## config.mk

```make
export PLATFORM = sky130hd
export DESIGN_NAME = srtc_timer
export DESIGN_NICKNAME = d
export VERILOG_FILES = /design/src/srtc_pkg.sv /design/src/srtc_prescale.sv /design/src/srtc_timer.sv
export SDC_FILE = /design/constraint.sdc
export NUM_CORES = 1
export LEC_CHECK = 0
export ABC_CLOCK_PERIOD_IN_PS = 3600
export BUFFER_PORTS_ARGS = -buffer_cell sky130_fd_sc_hd__buf_2
export CAP_MARGIN = 20
export CORE_ASPECT_RATIO = 1.1
export CORE_MARGIN = 5
export CORE_UTILIZATION = 40
export CTS_BUF_LIST = sky130_fd_sc_hd__clkbuf_8 sky130_fd_sc_hd__clkbuf_16
export DETAILED_ROUTE_END_ITERATION = 10
export PLACE_DENSITY_LB_ADDON = 0.2
export SLEW_MARGIN = 20
export SYNTH_ARGS = -nofsm -noshare
export SYNTH_HDL_FRONTEND = slang
export SYNTH_SLANG_ARGS = --single-unit
```

## constraint.sdc

```tcl
create_clock -name REF_CLK -period 3.6 [get_ports REF_CLK]
set_input_delay 0.36 -clock REF_CLK [delete_from_list [all_inputs] [get_ports REF_CLK]]
set_output_delay 0.36 -clock REF_CLK [all_outputs]
set_load 0.01 [all_outputs]
```

## src/srtc_pkg.sv

```systemverilog
// Package with register map, field positions, reset values and divider counts
package srtc_pkg;

  // ----------------------------------------
  // Register addresses
  // ----------------------------------------
  localparam logic [7:0] SRTC_ADDR_CTRL = 8'h91;
  localparam logic [7:0] SRTC_ADDR_RLD_LO = 8'h92;
  localparam logic [7:0] SRTC_ADDR_RLD_HI = 8'h93;
  localparam logic [7:0] SRTC_ADDR_CNT_LO = 8'h94;
  localparam logic [7:0] SRTC_ADDR_CNT_HI = 8'h95;

  // ----------------------------------------
  // timer_control field positions
  // ----------------------------------------
  localparam int SRTC_BIT_TFH = 7;
  localparam int SRTC_BIT_TFL = 6;
  localparam int SRTC_BIT_LEN = 5;
  localparam int SRTC_BIT_CAP = 4;
  localparam int SRTC_BIT_SPLIT = 3;
  localparam int SRTC_BIT_RUN = 2;
  localparam int SRTC_BIT_ZERO = 1;
  localparam int SRTC_BIT_XCLK = 0;

  // ----------------------------------------
  // Reset values and divider counts
  // ----------------------------------------
  localparam logic [7:0] SRTC_CTRL_RST = 8'h00;
  localparam logic [7:0] SRTC_BYTE_RST = 8'h00;
  localparam logic [7:0] SRTC_BYTE_MAX = 8'hff;
  localparam logic [7:0] SRTC_CTRL_WMASK = 8'hfd;
  localparam int SRTC_SYS_DIV = 12;
  localparam int SRTC_EXT_DIV = 8;

  // Count enables produced by the prescaler
  typedef struct packed {
    logic sys;
    logic div12;
    logic ext8;
    logic ext_fall;
  } srtc_tick_s;

endpackage

```

## src/srtc_prescale.sv

```systemverilog
// Prescaler: system clock divide-by-12 enable and synchronised external divide-by-8
`timescale 1ns/1ps
module srtc_prescale
  import srtc_pkg::*;
#(
  parameter int SYS_DIV = SRTC_SYS_DIV,
  parameter int EXT_DIV = SRTC_EXT_DIV
)
(
  input wire logic ref_clk, // System clock
  input wire logic sys_rst, // Async reset, active high
  input wire logic ext_osc, // External oscillator pin
  output srtc_tick_s ticks // One-cycle count enables
);

  localparam int EW = $clog2(EXT_DIV);
  localparam logic [3:0] SYS_LAST = 4'(SYS_DIV - 1);

  logic [3:0] div12_r;
  logic [2:0] sync_r;
  logic ext_lvl_r;
  logic [EW-1:0] ext_cnt_r;
  logic ext_rise;
  logic div12_wrap;
  logic ext_wrap;

  // ----------------------------------------
  // System clock divider
  // ----------------------------------------
  assign div12_wrap = (div12_r == SYS_LAST); // [RULE2]
  always_ff @(posedge ref_clk or posedge sys_rst)
  begin
    if (sys_rst)
      div12_r <= 4'h0;
    else
      div12_r <= div12_wrap ? 4'h0 : div12_r + 4'h1;
  end

  // ----------------------------------------
  // External oscillator synchroniser
  // ----------------------------------------
  // A change counts only once stages two and three agree; stage one feeds stage two alone
  always_ff @(posedge ref_clk or posedge sys_rst)
  begin
    if (sys_rst)
    begin
      sync_r <= 3'h0;
      ext_lvl_r <= 1'b0;
    end
    else
    begin
      sync_r <= {sync_r[1:0], ext_osc}; // [RULE2]
      if (sync_r[1] == sync_r[2])
        ext_lvl_r <= sync_r[2];
    end
  end
  assign ext_rise = sync_r[1] & sync_r[2] & ~ext_lvl_r;

  // Divide-by-8 of the synchronised oscillator; its falling edge is the wrap
  assign ext_wrap = ext_rise & (ext_cnt_r == EW'(EXT_DIV - 1));
  always_ff @(posedge ref_clk or posedge sys_rst)
  begin
    if (sys_rst)
      ext_cnt_r <= '0;
    else if (ext_rise)
      ext_cnt_r <= ext_cnt_r + EW'(1);
  end

  // Enables
  assign ticks.sys = 1'b1;
  assign ticks.div12 = div12_wrap;
  assign ticks.ext8 = ext_wrap; // [RULE2]
  assign ticks.ext_fall = ext_wrap; // [RULE13]
endmodule

```

## src/srtc_timer.sv

```systemverilog
// Split auto-reload timer with external oscillator capture
// Behaviour
// [RULE1] Two 8-bit bytes form one 16-bit reload counter, or two 8-bit ones when split.
// [RULE2] Count clock is system clock, system clock /12, or synchronised external /8.
// [RULE3] Wide mode: rollover from all ones loads reload value and sets high flag.
// [RULE4] Wide mode: interrupt request on every 16-bit overflow when timer interrupt enabled.
// [RULE5] Wide mode: low-byte rollover also interrupts when low interrupt enable is set.
// [RULE6] Split mode: each byte reloads from its own reload byte on its own overflow.
// [RULE7] Split mode: run bit gates only the high byte; low byte always counts.
// [RULE8] Per-half select: 1 system clock; 0 defers to external select (/12 or ext/8).
// [RULE9] Split mode: high flag on high byte wrap, low flag on low byte wrap.
// [RULE10] Split mode: interrupt on high overflow, or either when low enable set.
// [RULE11] Overflow flags are only cleared by software writes, never by hardware.
// [RULE12] Capture event copies the 16-bit count into reload bytes and sets high flag.
// [RULE13] Capture event is each falling edge of synchronised external oscillator /8.
// [RULE14] Capture mode count clock is system clock or /12 from low select and external select.
// [RULE15] Software should capture only in wide mode with a much faster count clock.
// [RULE16] High flag is control bit 7, read/write, reset to 0.
// [RULE17] Wide mode advances only while run bit set, once per selected tick.
// [RULE18] Control bit 1 always reads 0 and ignores writes.
`timescale 1ns/1ps
module srtc_timer
  import srtc_pkg::*;
(
  input wire logic REF_CLK, // System clock, 100 MHz
  input wire logic SYS_RST, // Async reset, active high
  input wire logic EXT_OSC, // External oscillator pin
  input wire logic [7:0] REG_ADDR, // Register address
  input wire logic [7:0] REG_WDATA, // Write data
  input wire logic REG_WE, // Write strobe, one cycle
  output logic [7:0] REG_RDATA, // Read data, one cycle after address
  input wire logic HIGH_HALF_CLOCK_SELECT, // 1: high byte on system clock in split mode
  input wire logic LOW_HALF_CLOCK_SELECT, // 1: low byte on system clock
  input wire logic TIMER_IRQ_ENABLE, // Timer interrupt enable
  output logic TIMER_IRQ // Interrupt request level
);

  // ----------------------------------------
  // State
  // ----------------------------------------
  logic [7:0] ctrl_r;
  logic [7:0] ctrl_nxt;
  logic [7:0] cnt_lo_r;
  logic [7:0] cnt_lo_nxt;
  logic [7:0] cnt_hi_r;
  logic [7:0] cnt_hi_nxt;
  logic [7:0] rld_lo_r;
  logic [7:0] rld_lo_nxt;
  logic [7:0] rld_hi_r;
  logic [7:0] rld_hi_nxt;
  logic [7:0] rdata_r;
  logic [7:0] rdata_nxt;
  logic irq_r;
  srtc_tick_s ticks;

  srtc_prescale srtc_prescale_inst (
    .ref_clk(REF_CLK),
    .sys_rst(SYS_RST),
    .ext_osc(EXT_OSC),
    .ticks(ticks)
  );

  // ----------------------------------------
  // Control fields and decode
  // ----------------------------------------
  wire split_mode_select = ctrl_r[SRTC_BIT_SPLIT];
  wire run_control = ctrl_r[SRTC_BIT_RUN];
  wire capture_mode_enable = ctrl_r[SRTC_BIT_CAP];
  wire low_overflow_irq_enable = ctrl_r[SRTC_BIT_LEN];
  wire external_clock_select = ctrl_r[SRTC_BIT_XCLK];
  wire high_overflow_flag = ctrl_r[SRTC_BIT_TFH];
  wire low_overflow_flag = ctrl_r[SRTC_BIT_TFL];
  wire wr_ctrl = REG_WE & (REG_ADDR == SRTC_ADDR_CTRL);
  wire wr_rld_lo = REG_WE & (REG_ADDR == SRTC_ADDR_RLD_LO);
  wire wr_rld_hi = REG_WE & (REG_ADDR == SRTC_ADDR_RLD_HI);
  wire wr_cnt_lo = REG_WE & (REG_ADDR == SRTC_ADDR_CNT_LO);
  wire wr_cnt_hi = REG_WE & (REG_ADDR == SRTC_ADDR_CNT_HI);

  // ----------------------------------------
  // Clock source selection
  // ----------------------------------------
  // In capture mode the oscillator is the thing measured, so it never clocks the low byte or the wide count
  wire ext_or_div = external_clock_select ? ticks.ext8 : ticks.div12; // [RULE8]
  wire cap_src = external_clock_select ? ticks.sys : ticks.div12; // [RULE14]
  wire tick_lo = LOW_HALF_CLOCK_SELECT ? ticks.sys
               : (capture_mode_enable ? cap_src : ext_or_div); // [RULE8] [RULE14]
  wire tick_hi = HIGH_HALF_CLOCK_SELECT ? ticks.sys : ext_or_div; // [RULE8]

  // ----------------------------------------
  // Count enables and overflow events
  // ----------------------------------------
  wire lo_max = (cnt_lo_r == SRTC_BYTE_MAX);
  wire hi_max = (cnt_hi_r == SRTC_BYTE_MAX);
  wire wide_inc = ~split_mode_select & run_control & tick_lo; // [RULE17]
  wire lo_inc = split_mode_select ? tick_lo : wide_inc; // [RULE7]
  wire hi_inc = split_mode_select ? (run_control & tick_hi) : (wide_inc & lo_max); // [RULE7]
  wire lo_ovf = lo_inc & lo_max; // [RULE9]
  wire hi_ovf = hi_inc & hi_max; // [RULE3] [RULE9]
  wire wide_ovf = wide_inc & lo_max & hi_max; // [RULE3]
  wire capture_evt = capture_mode_enable & ticks.ext_fall; // [RULE12] [RULE13]

  // ----------------------------------------
  // Counter next values
  // ----------------------------------------
  // A software byte write wins over counting in the same cycle
  always_comb
  begin
    cnt_lo_nxt = cnt_lo_r;
    cnt_hi_nxt = cnt_hi_r;
    if (split_mode_select)
    begin
      if (lo_inc)
        cnt_lo_nxt = lo_max ? rld_lo_r : cnt_lo_r + 8'h01; // [RULE6]
      if (hi_inc)
        cnt_hi_nxt = hi_max ? rld_hi_r : cnt_hi_r + 8'h01; // [RULE6]
    end
    else if (wide_inc)
    begin
      if (wide_ovf)
      begin
        cnt_lo_nxt = rld_lo_r; // [RULE3]
        cnt_hi_nxt = rld_hi_r; // [RULE3]
      end
      else
      begin
        cnt_lo_nxt = cnt_lo_r + 8'h01; // [RULE1]
        if (lo_max)
          cnt_hi_nxt = cnt_hi_r + 8'h01; // [RULE1]
      end
    end
    if (wr_cnt_lo)
      cnt_lo_nxt = REG_WDATA;
    if (wr_cnt_hi)
      cnt_hi_nxt = REG_WDATA;
  end

  // ----------------------------------------
  // Reload next values
  // ----------------------------------------
  // Capture wins over a reload write: losing a timestamp is worse than a late write
  assign rld_lo_nxt = capture_evt ? cnt_lo_r : (wr_rld_lo ? REG_WDATA : rld_lo_r); // [RULE12]
  assign rld_hi_nxt = capture_evt ? cnt_hi_r : (wr_rld_hi ? REG_WDATA : rld_hi_r); // [RULE12]

  // ----------------------------------------
  // Control next value
  // ----------------------------------------
  // Hardware set beats a software clear arriving in the same cycle
  always_comb
  begin
    ctrl_nxt = ctrl_r;
    if (wr_ctrl)
      ctrl_nxt = REG_WDATA & SRTC_CTRL_WMASK; // [RULE16] [RULE18]
    if (hi_ovf | capture_evt)
      ctrl_nxt[SRTC_BIT_TFH] = 1'b1; // [RULE3] [RULE9] [RULE11] [RULE12]
    if (lo_ovf)
      ctrl_nxt[SRTC_BIT_TFL] = 1'b1; // [RULE9] [RULE11]
  end

  // ----------------------------------------
  // Read mux
  // ----------------------------------------
  always_comb
  begin
    case (REG_ADDR)
      SRTC_ADDR_CTRL: rdata_nxt = ctrl_r;
      SRTC_ADDR_RLD_LO: rdata_nxt = rld_lo_r;
      SRTC_ADDR_RLD_HI: rdata_nxt = rld_hi_r;
      SRTC_ADDR_CNT_LO: rdata_nxt = cnt_lo_r;
      SRTC_ADDR_CNT_HI: rdata_nxt = cnt_hi_r;
      default: rdata_nxt = 8'h00;
    endcase
  end

  // ----------------------------------------
  // Registers
  // ----------------------------------------
  always_ff @(posedge REF_CLK or posedge SYS_RST)
  begin
    if (SYS_RST)
    begin
      ctrl_r <= SRTC_CTRL_RST;
      cnt_lo_r <= SRTC_BYTE_RST;
      cnt_hi_r <= SRTC_BYTE_RST;
      rld_lo_r <= SRTC_BYTE_RST;
      rld_hi_r <= SRTC_BYTE_RST;
      rdata_r <= 8'h00;
    end
    else
    begin
      ctrl_r <= ctrl_nxt;
      cnt_lo_r <= cnt_lo_nxt;
      cnt_hi_r <= cnt_hi_nxt;
      rld_lo_r <= rld_lo_nxt;
      rld_hi_r <= rld_hi_nxt;
      rdata_r <= rdata_nxt;
    end
  end

  // Interrupt request follows the sticky flags one cycle later
  always_ff @(posedge REF_CLK or posedge SYS_RST)
  begin
    if (SYS_RST)
      irq_r <= 1'b0;
    else
      irq_r <= TIMER_IRQ_ENABLE
             & (high_overflow_flag | (low_overflow_irq_enable & low_overflow_flag)); // [RULE4] [RULE5] [RULE10]
  end

  assign REG_RDATA = rdata_r;
  assign TIMER_IRQ = irq_r;

  wire no_cnt_wr = ~wr_cnt_lo & ~wr_cnt_hi;
endmodule

```

**Yosys cells after proc, flatten, opt, wreduce, memory -nomap -nowiden**

Cells that the tools add are included.

- Bitwise logic cells: 22
- Muxes and demuxes: 29
- Eq/ne operators: 12
- Order comparisons: 0
- Multiply operators: 0
- Reduce and logical (&&, ||, !) cells: 9
- Add/sub/neg operators: 4
- Div/mod/pow operators: 0
- Shift-type cells: 0

Operators by type and width:

| kind | count |
|---|---|
| $mux 8 | 18 |
| $eq 8x8->1 const B | 7 |
| $pmux 8 s5 | 1 |
| $and 1x1->1 | 18 |
| $add 8x1->8 const B | 2 |
| $mux 1 | 9 |
| $reduce_bool 2->1 | 4 |
| $ne 3x1->1 const B | 2 |
| $reduce_bool 3->1 | 2 |
| $add 4x1->4 const B | 1 |
| $eq 4x4->1 const B | 1 |
| $mux 4 | 1 |
| $reduce_bool 4->1 | 1 |
| $add 3x1->3 const B | 1 |
| $eq 3x3->1 const B | 1 |
| $reduce_and 3->1 | 1 |
| $not 1->1 | 2 |
| $or 1x1->1 | 2 |
| $reduce_and 2->1 | 1 |
| $eq 1x1->1 | 1 |

- RAM bits: 0
- Memories kept: 0
- Bits of input ports: 23
- Word-level logic and storage cells: 89
- Latch bits: 0
- Bits in registers: 59
- ROM bits: 0
- Output and inout bits: 9

**Longest topological paths before layout**

- Depth in word-level cells: 13
- Mapped depth: 7
- Depth with buffers taken out: 7

**By module**

A second synthesis with hierarchy kept.

- Cells, all modules: 341
- Area total of the unflattened synthesis: 3368.2 um^2

By module, submodules not included:

| module | seq. area each (um^2) | instances | cells each | area each (um^2) |
|---|---|---|---|---|
| srtc_timer | 1201.2 | 1 | 305 | 2872.8 |
| srtc_prescale | 275.3 | 1 | 36 | 495.5 |

**Worst setup path before layout**

No wires, ideal clock.

- Path kind: flip-flop to flip-flop
- Start point: register cnt_hi_r[0]
- End point: register cnt_hi_r[0]
- Library setup time: 0.134 ns
- Data required time: 3.466 ns
- Period minus slack after synthesis: 1.960 ns
- Buffers on the path: 1
- Data arrival time: 1.826 ns
- Setup slack: 1.640 ns
- Cell stages (with the launch flop): 8
- Cell sequence: dfrtp_1 ha_1 nand4_4 or2_0 buf_2 or4_1 nand3_1 a31oi_1

- Word-level cells in the longest chain between the ends: 6
- Elaborated cells on any way between the ends: 12
- Those cells by class: add/sub (1); eq/ne (1); mux (7); bitwise (1); reduce/logical (2)

Ends and longest elaborated chain:

| what | RTL line | source |
|---|---|---|
| start, declared | srtc_timer.sv:45 | `logic [7:0] cnt_hi_r;` |
| start signal, assigned | srtc_timer.sv:192 | `cnt_hi_r <= cnt_hi_nxt;` |
| $add 8x1->8 or $eq 8x8->1 (tied branches) | srtc_timer.sv:115, srtc_timer.sv:128, srtc_timer.sv:93 |  |
| $mux 8 or $and 1x1->1 (tied branches) | srtc_timer.sv:127, srtc_timer.sv:99 |  |
| $mux 8 | srtc_timer.sv:119 | `if (wide_ovf)` |
| $mux 8 | srtc_timer.sv:117 | `else if (wide_inc)` |
| $mux 8 | srtc_timer.sv:110 | `if (split_mode_select)` |
| $mux 8 | srtc_timer.sv:133 | `if (wr_cnt_hi)` |

Several ways; a longest one is shown, not always the timed one. The select of a mux whose other input is x is not followed.
A chain may end at the register's enable or synchronous reset.

**Worst setup path in the final report**

- Start point: register srtc_prescale_inst.ext_cnt_r[0]
- End point: register cnt_lo_r[0]

- Word-level cells in the longest chain between the ends: 12
- Elaborated cells on any way between the ends: 16
- Those cells by class: eq/ne (2); mux (8); bitwise (4); reduce/logical (2)

Ends and longest elaborated chain:

| what | RTL line | source |
|---|---|---|
| start, declared | srtc_prescale.sv:22 | `logic [EW-1:0] ext_cnt_r;` |
| start signal, assigned | srtc_prescale.sv:66 | `ext_cnt_r <= ext_cnt_r + EW'(1);` |
| $eq 3x3->1 (*) | srtc_prescale.sv:60 | `assign ext_wrap = ext_rise & (ext_cnt_r == EW'(EXT_DIV - 1));` |
| $and 1x1->1 (*) | srtc_prescale.sv:60 |  |
| $mux 1 (*) | srtc_timer.sv:83 | `wire ext_or_div = external_clock_select ? ticks.ext8 : ticks.div12;` |
| $mux 1 (*) | srtc_timer.sv:86 | `: (capture_mode_enable ? cap_src : ext_or_div);` |
| $mux 1 (*) | srtc_timer.sv:85 | `wire tick_lo = LOW_HALF_CLOCK_SELECT ? ticks.sys` |
| $and 1x1->1 | srtc_timer.sv:94 | `wire wide_inc = ~split_mode_select & run_control & tick_lo;` |
| $and 1x1->1 (2 in a row) | srtc_timer.sv:99 | `wire wide_ovf = wide_inc & lo_max & hi_max;` |
| $mux 8 | srtc_timer.sv:119 |  |
| $mux 8 | srtc_timer.sv:117 |  |
| $mux 8 | srtc_timer.sv:110 |  |
| $mux 8 | srtc_timer.sv:131 | `if (wr_cnt_lo)` |
| end signal, assigned | srtc_timer.sv:191 | `cnt_lo_r <= cnt_lo_nxt;` |
| end, declared | srtc_timer.sv:43 | `logic [7:0] cnt_lo_r;` |

Mark *: on every way between the ends. The rest lies on a longest branch, timed or not. The select of a mux whose other input is x is not followed.

==> flow_metrics.env <==
export IMPL_numCtsBuffers=9
export IMPL_wl_mm=9.15
export IMPL_path_buf_inv=0
export IMPL_async_reset_ff_share_pct=100
export IMPL_syn_inst=348
export IMPL_period_share_pct=66.5
export IMPL_seqCellArea_um2=1480
export IMPL_cp_max_fo=6
export IMPL_netlist_area_leader_share_pct=42.0
export IMPL_critPathRequiredTime_ns=3.82
export IMPL_synth_edff_count=0
export IMPL_worst_slack_ns=1.21
export IMPL_critical_path_cell_chain="ha_1 -> ha_1 -> nand3b_1 -> and2_1 -> nor3_1 -> o21ai_1 -> a311o_1"
export IMPL_drive_gt1_share_pct=22.0
export IMPL_wl_per_cell_um=18.6
export IMPL_grt_pass1_vias=2762
export IMPL_syn_nets=377
export IMPL_place_congestion=0.872
export IMPL_crit_type="flop to flop"
export IMPL_period_needed_ns=2.39
export IMPL_die_y_um=108
export IMPL_ctsResizeCount=0
export IMPL_avgSynthCellArea_um2=10.1
export IMPL_total_power_w=0.00172
export IMPL_r2r_slack_ns=1.21
export IMPL_ys_warnings_count=0
export IMPL_final_common_cell="dfrtp_1"
export IMPL_cellPowerDensity_nw_per_um2=436
export IMPL_port_buffers=31
export IMPL_dieWidth_um=99.4
export IMPL_first_pass_iters=4
export IMPL_clock_skew_ns=0.00759
export IMPL_die_area_um2=10800
export IMPL_cts_sinks=59
export IMPL_cp_start_kind="flop"
export IMPL_clock_latency_ns=0.34
export IMPL_slowest_delay_ns=0.62
export IMPL_cts_hold_buf=0
export IMPL_multi_input_area_um2=1920
export IMPL_slew_viol_final=0
export IMPL_cp_slowest_cell="nor3_1"
export IMPL_hold_class="input pin to flop"
export IMPL_clock_path_buffers=2
export IMPL_timing_final_hold_violations=0
export IMPL_cts_setup_buffers=0
export IMPL_stdcell_area_um2=3950
export IMPL_tightest_slew_ns=0.836
export IMPL_rsz0062_at_grt="no"
export IMPL_dpl_instance_area_um2=3750
export IMPL_ios=32
export IMPL_cts_max_level=3
export IMPL_cp_top_family="simple AND/OR/NAND/NOR gates"
export IMPL_grt_usage_pct=17.9
export IMPL_drt_iter0_markers=219
export IMPL_grt_max_degree=49
export IMPL_synth_ff_type="dfrtp_1"
export IMPL_crit_path_end_kind="flop"
export IMPL_clkTransAtPathRegs_ns=0.07
export IMPL_relSlewSlack_pct=44.2
export IMPL_grt_ovfl_total=0
export IMPL_final_core_util_pct=46.5
export IMPL_cp_common_cell="ha_1"
export IMPL_coreArea_um2=8500
export IMPL_fmax_mhz=418
export IMPL_ir_worst_vdd_mv=0.219
export IMPL_fin_nets=406
export IMPL_syn_area_um2=3520
export IMPL_setup_viol=0
export IMPL_fill_cells=841
export IMPL_yosys_register_bits=59
export IMPL_diodes=0
export IMPL_yosys_area_top_type="dfrtp_1"
export IMPL_crit_arrival_ns=2.61
export IMPL_status="complete, no violations"
export IMPL_vias=2840
export IMPL_leakagePower_nw=1.80
export IMPL_ant_nets=0
export IMPL_synth_area_top_cells="dfrtp_1 (42%), mux2i_1 (6.8%), a22oi_1 (4.3%)"
export IMPL_yosysUniqueCellTypes=62
export IMPL_cts_tree="done"
export IMPL_mostFrequentLayoutCells="dfrtp_1 (59), nor2_1 (35), buf_2 (31)"
export IMPL_area_delta_synth_final_pct=12.3
export IMPL_root_buffer="clkbuf_8"
export IMPL_drc=0
export IMPL_std_cell_rows=35
export IMPL_finalSetupTns_ns=0
export IMPL_yosysSeqAreaShare_pct=42.0
export IMPL_maxCapViolCount=0
export IMPL_routed_via_density=5.76
export IMPL_antenna_found_initial=0
export IMPL_grt_pass1_wl_mm=14.9
export IMPL_post_dp_hpwl_mm=6.79
export IMPL_place_worst_setup_slack_ns=1.14
export IMPL_start_util_pct=41.4
[cell usage after synthesis (all sizes together) (6+ instances only)]
| cell type | number |
|---|---|
| nand2 | 27 |
| inv | 7 |
| a31oi | 10 |
| o21ai | 8 |
| a21oi | 23 |
| nand3 | 17 |
| a22oi | 20 |
| ha | 6 |
| dfrtp | 59 |
| nor4 | 7 |
| buf | 13 |
| nand4 | 6 |
| nor2 | 35 |
| mux2 | 10 |
| mux2i | 24 |
[registers in the layout (all words and copies together), names as in the netlist]
| name | count |
|---|---|
| srtc_prescale_inst.div12_r | 4 |
| rld_lo_r | 8 |
| cnt_lo_r | 8 |
| ctrl_r | 7 |
| TIMER_IRQ | 1 |
| rld_hi_r | 8 |
| srtc_prescale_inst.ext_lvl_r | 1 |
| cnt_hi_r | 8 |
| srtc_prescale_inst.sync_r | 3 |
| REG_RDATA | 8 |
| srtc_prescale_inst.ext_cnt_r | 3 |
[per-layer routing]
metal | wire length [um] | vias up | part of all wire (%) | global-route usage, %
met4 | 144 | 0 | 1.6 | 7.90
met1 | 4080 | 1388 | 45 | 24.4
li1 | - | 1354 | - | -
met2 | 4450 | 88 | 49 | 28.6
met5 | 0 | - | 0 | 0
met3 | 469 | 10 | 5.1 | 2.39
[metrics by stage]
stage | hold WS (ns) | cells
finish | 0.124 | 493
global route | 0.113 | 493
CTS | 0.113 | 493
detailed placement | 0.340 | 477
global placement | 0.334 | 477
floorplan | 0.331 | 348
[cell families (layout without fill, tap and decap cells)]
kind of cell	count (synthesis)	in the layout	share of synthesized area, %
compound gates	85	85	17.4
fa+ha+maj	6	6	2.13
simple gates	130	130	22.8
mux	34	34	10.0
flops	59	59	42.0
buf+inv	25	59	3.42
xor+xnor	9	9	2.24
[path summary, 6_finish.rpt]
path                            cells past startpoint                                        start                                      to
max in group asynchronous                           3                                      SYS_RST                 rld_hi_r[4]$_DFFE_PP0P_
worst max register to register                      7  srtc_prescale_inst.ext_cnt_r[0]$_DFFE_PP0P_                 cnt_lo_r[0]$_DFFE_PP0P_
min in group asynchronous                           2                                      SYS_RST  srtc_prescale_inst.sync_r[0]$_DFF_PP0_
worst max-delay path                                7  srtc_prescale_inst.ext_cnt_r[0]$_DFFE_PP0P_                 cnt_lo_r[0]$_DFFE_PP0P_
worst min register to register                      0       srtc_prescale_inst.sync_r[0]$_DFF_PP0_  srtc_prescale_inst.sync_r[1]$_DFF_PP0_
worst min-delay path                                1                                      EXT_OSC  srtc_prescale_inst.sync_r[0]$_DFF_PP0_
[worst register-to-register path: cells and delay by family (launching register included)]
family / cells / cell delay, ns
AO/OA/AOI/OAI: 2 / 0.52
AND/OR/NAND/NOR: 3 / 1.05
adder cells (fa/ha/maj): 2 / 0.33
flip-flops: 1 / 0.38
[report_power, final]
part	internal (W)	switching [W]
registers	0.000737	0.000116
logic	0.000132	0.000139
clock network	0.000332	0.000267
total	0.00120	0.000522
[final cells by class]
cell class | instances | share of cell area (%)
Inverter | 7 | 0.697
Multi-Input combinational cell | 264 | 48.6
Clock inverter | 6 | 1.46
Tap cell | 111 | 3.51
Timing Repair Buffer | 36 | 4.88
Sequential cell | 59 | 37.4
Clock buffer | 10 | 3.48
Note: power is estimated with default switching activity, not from simulation.
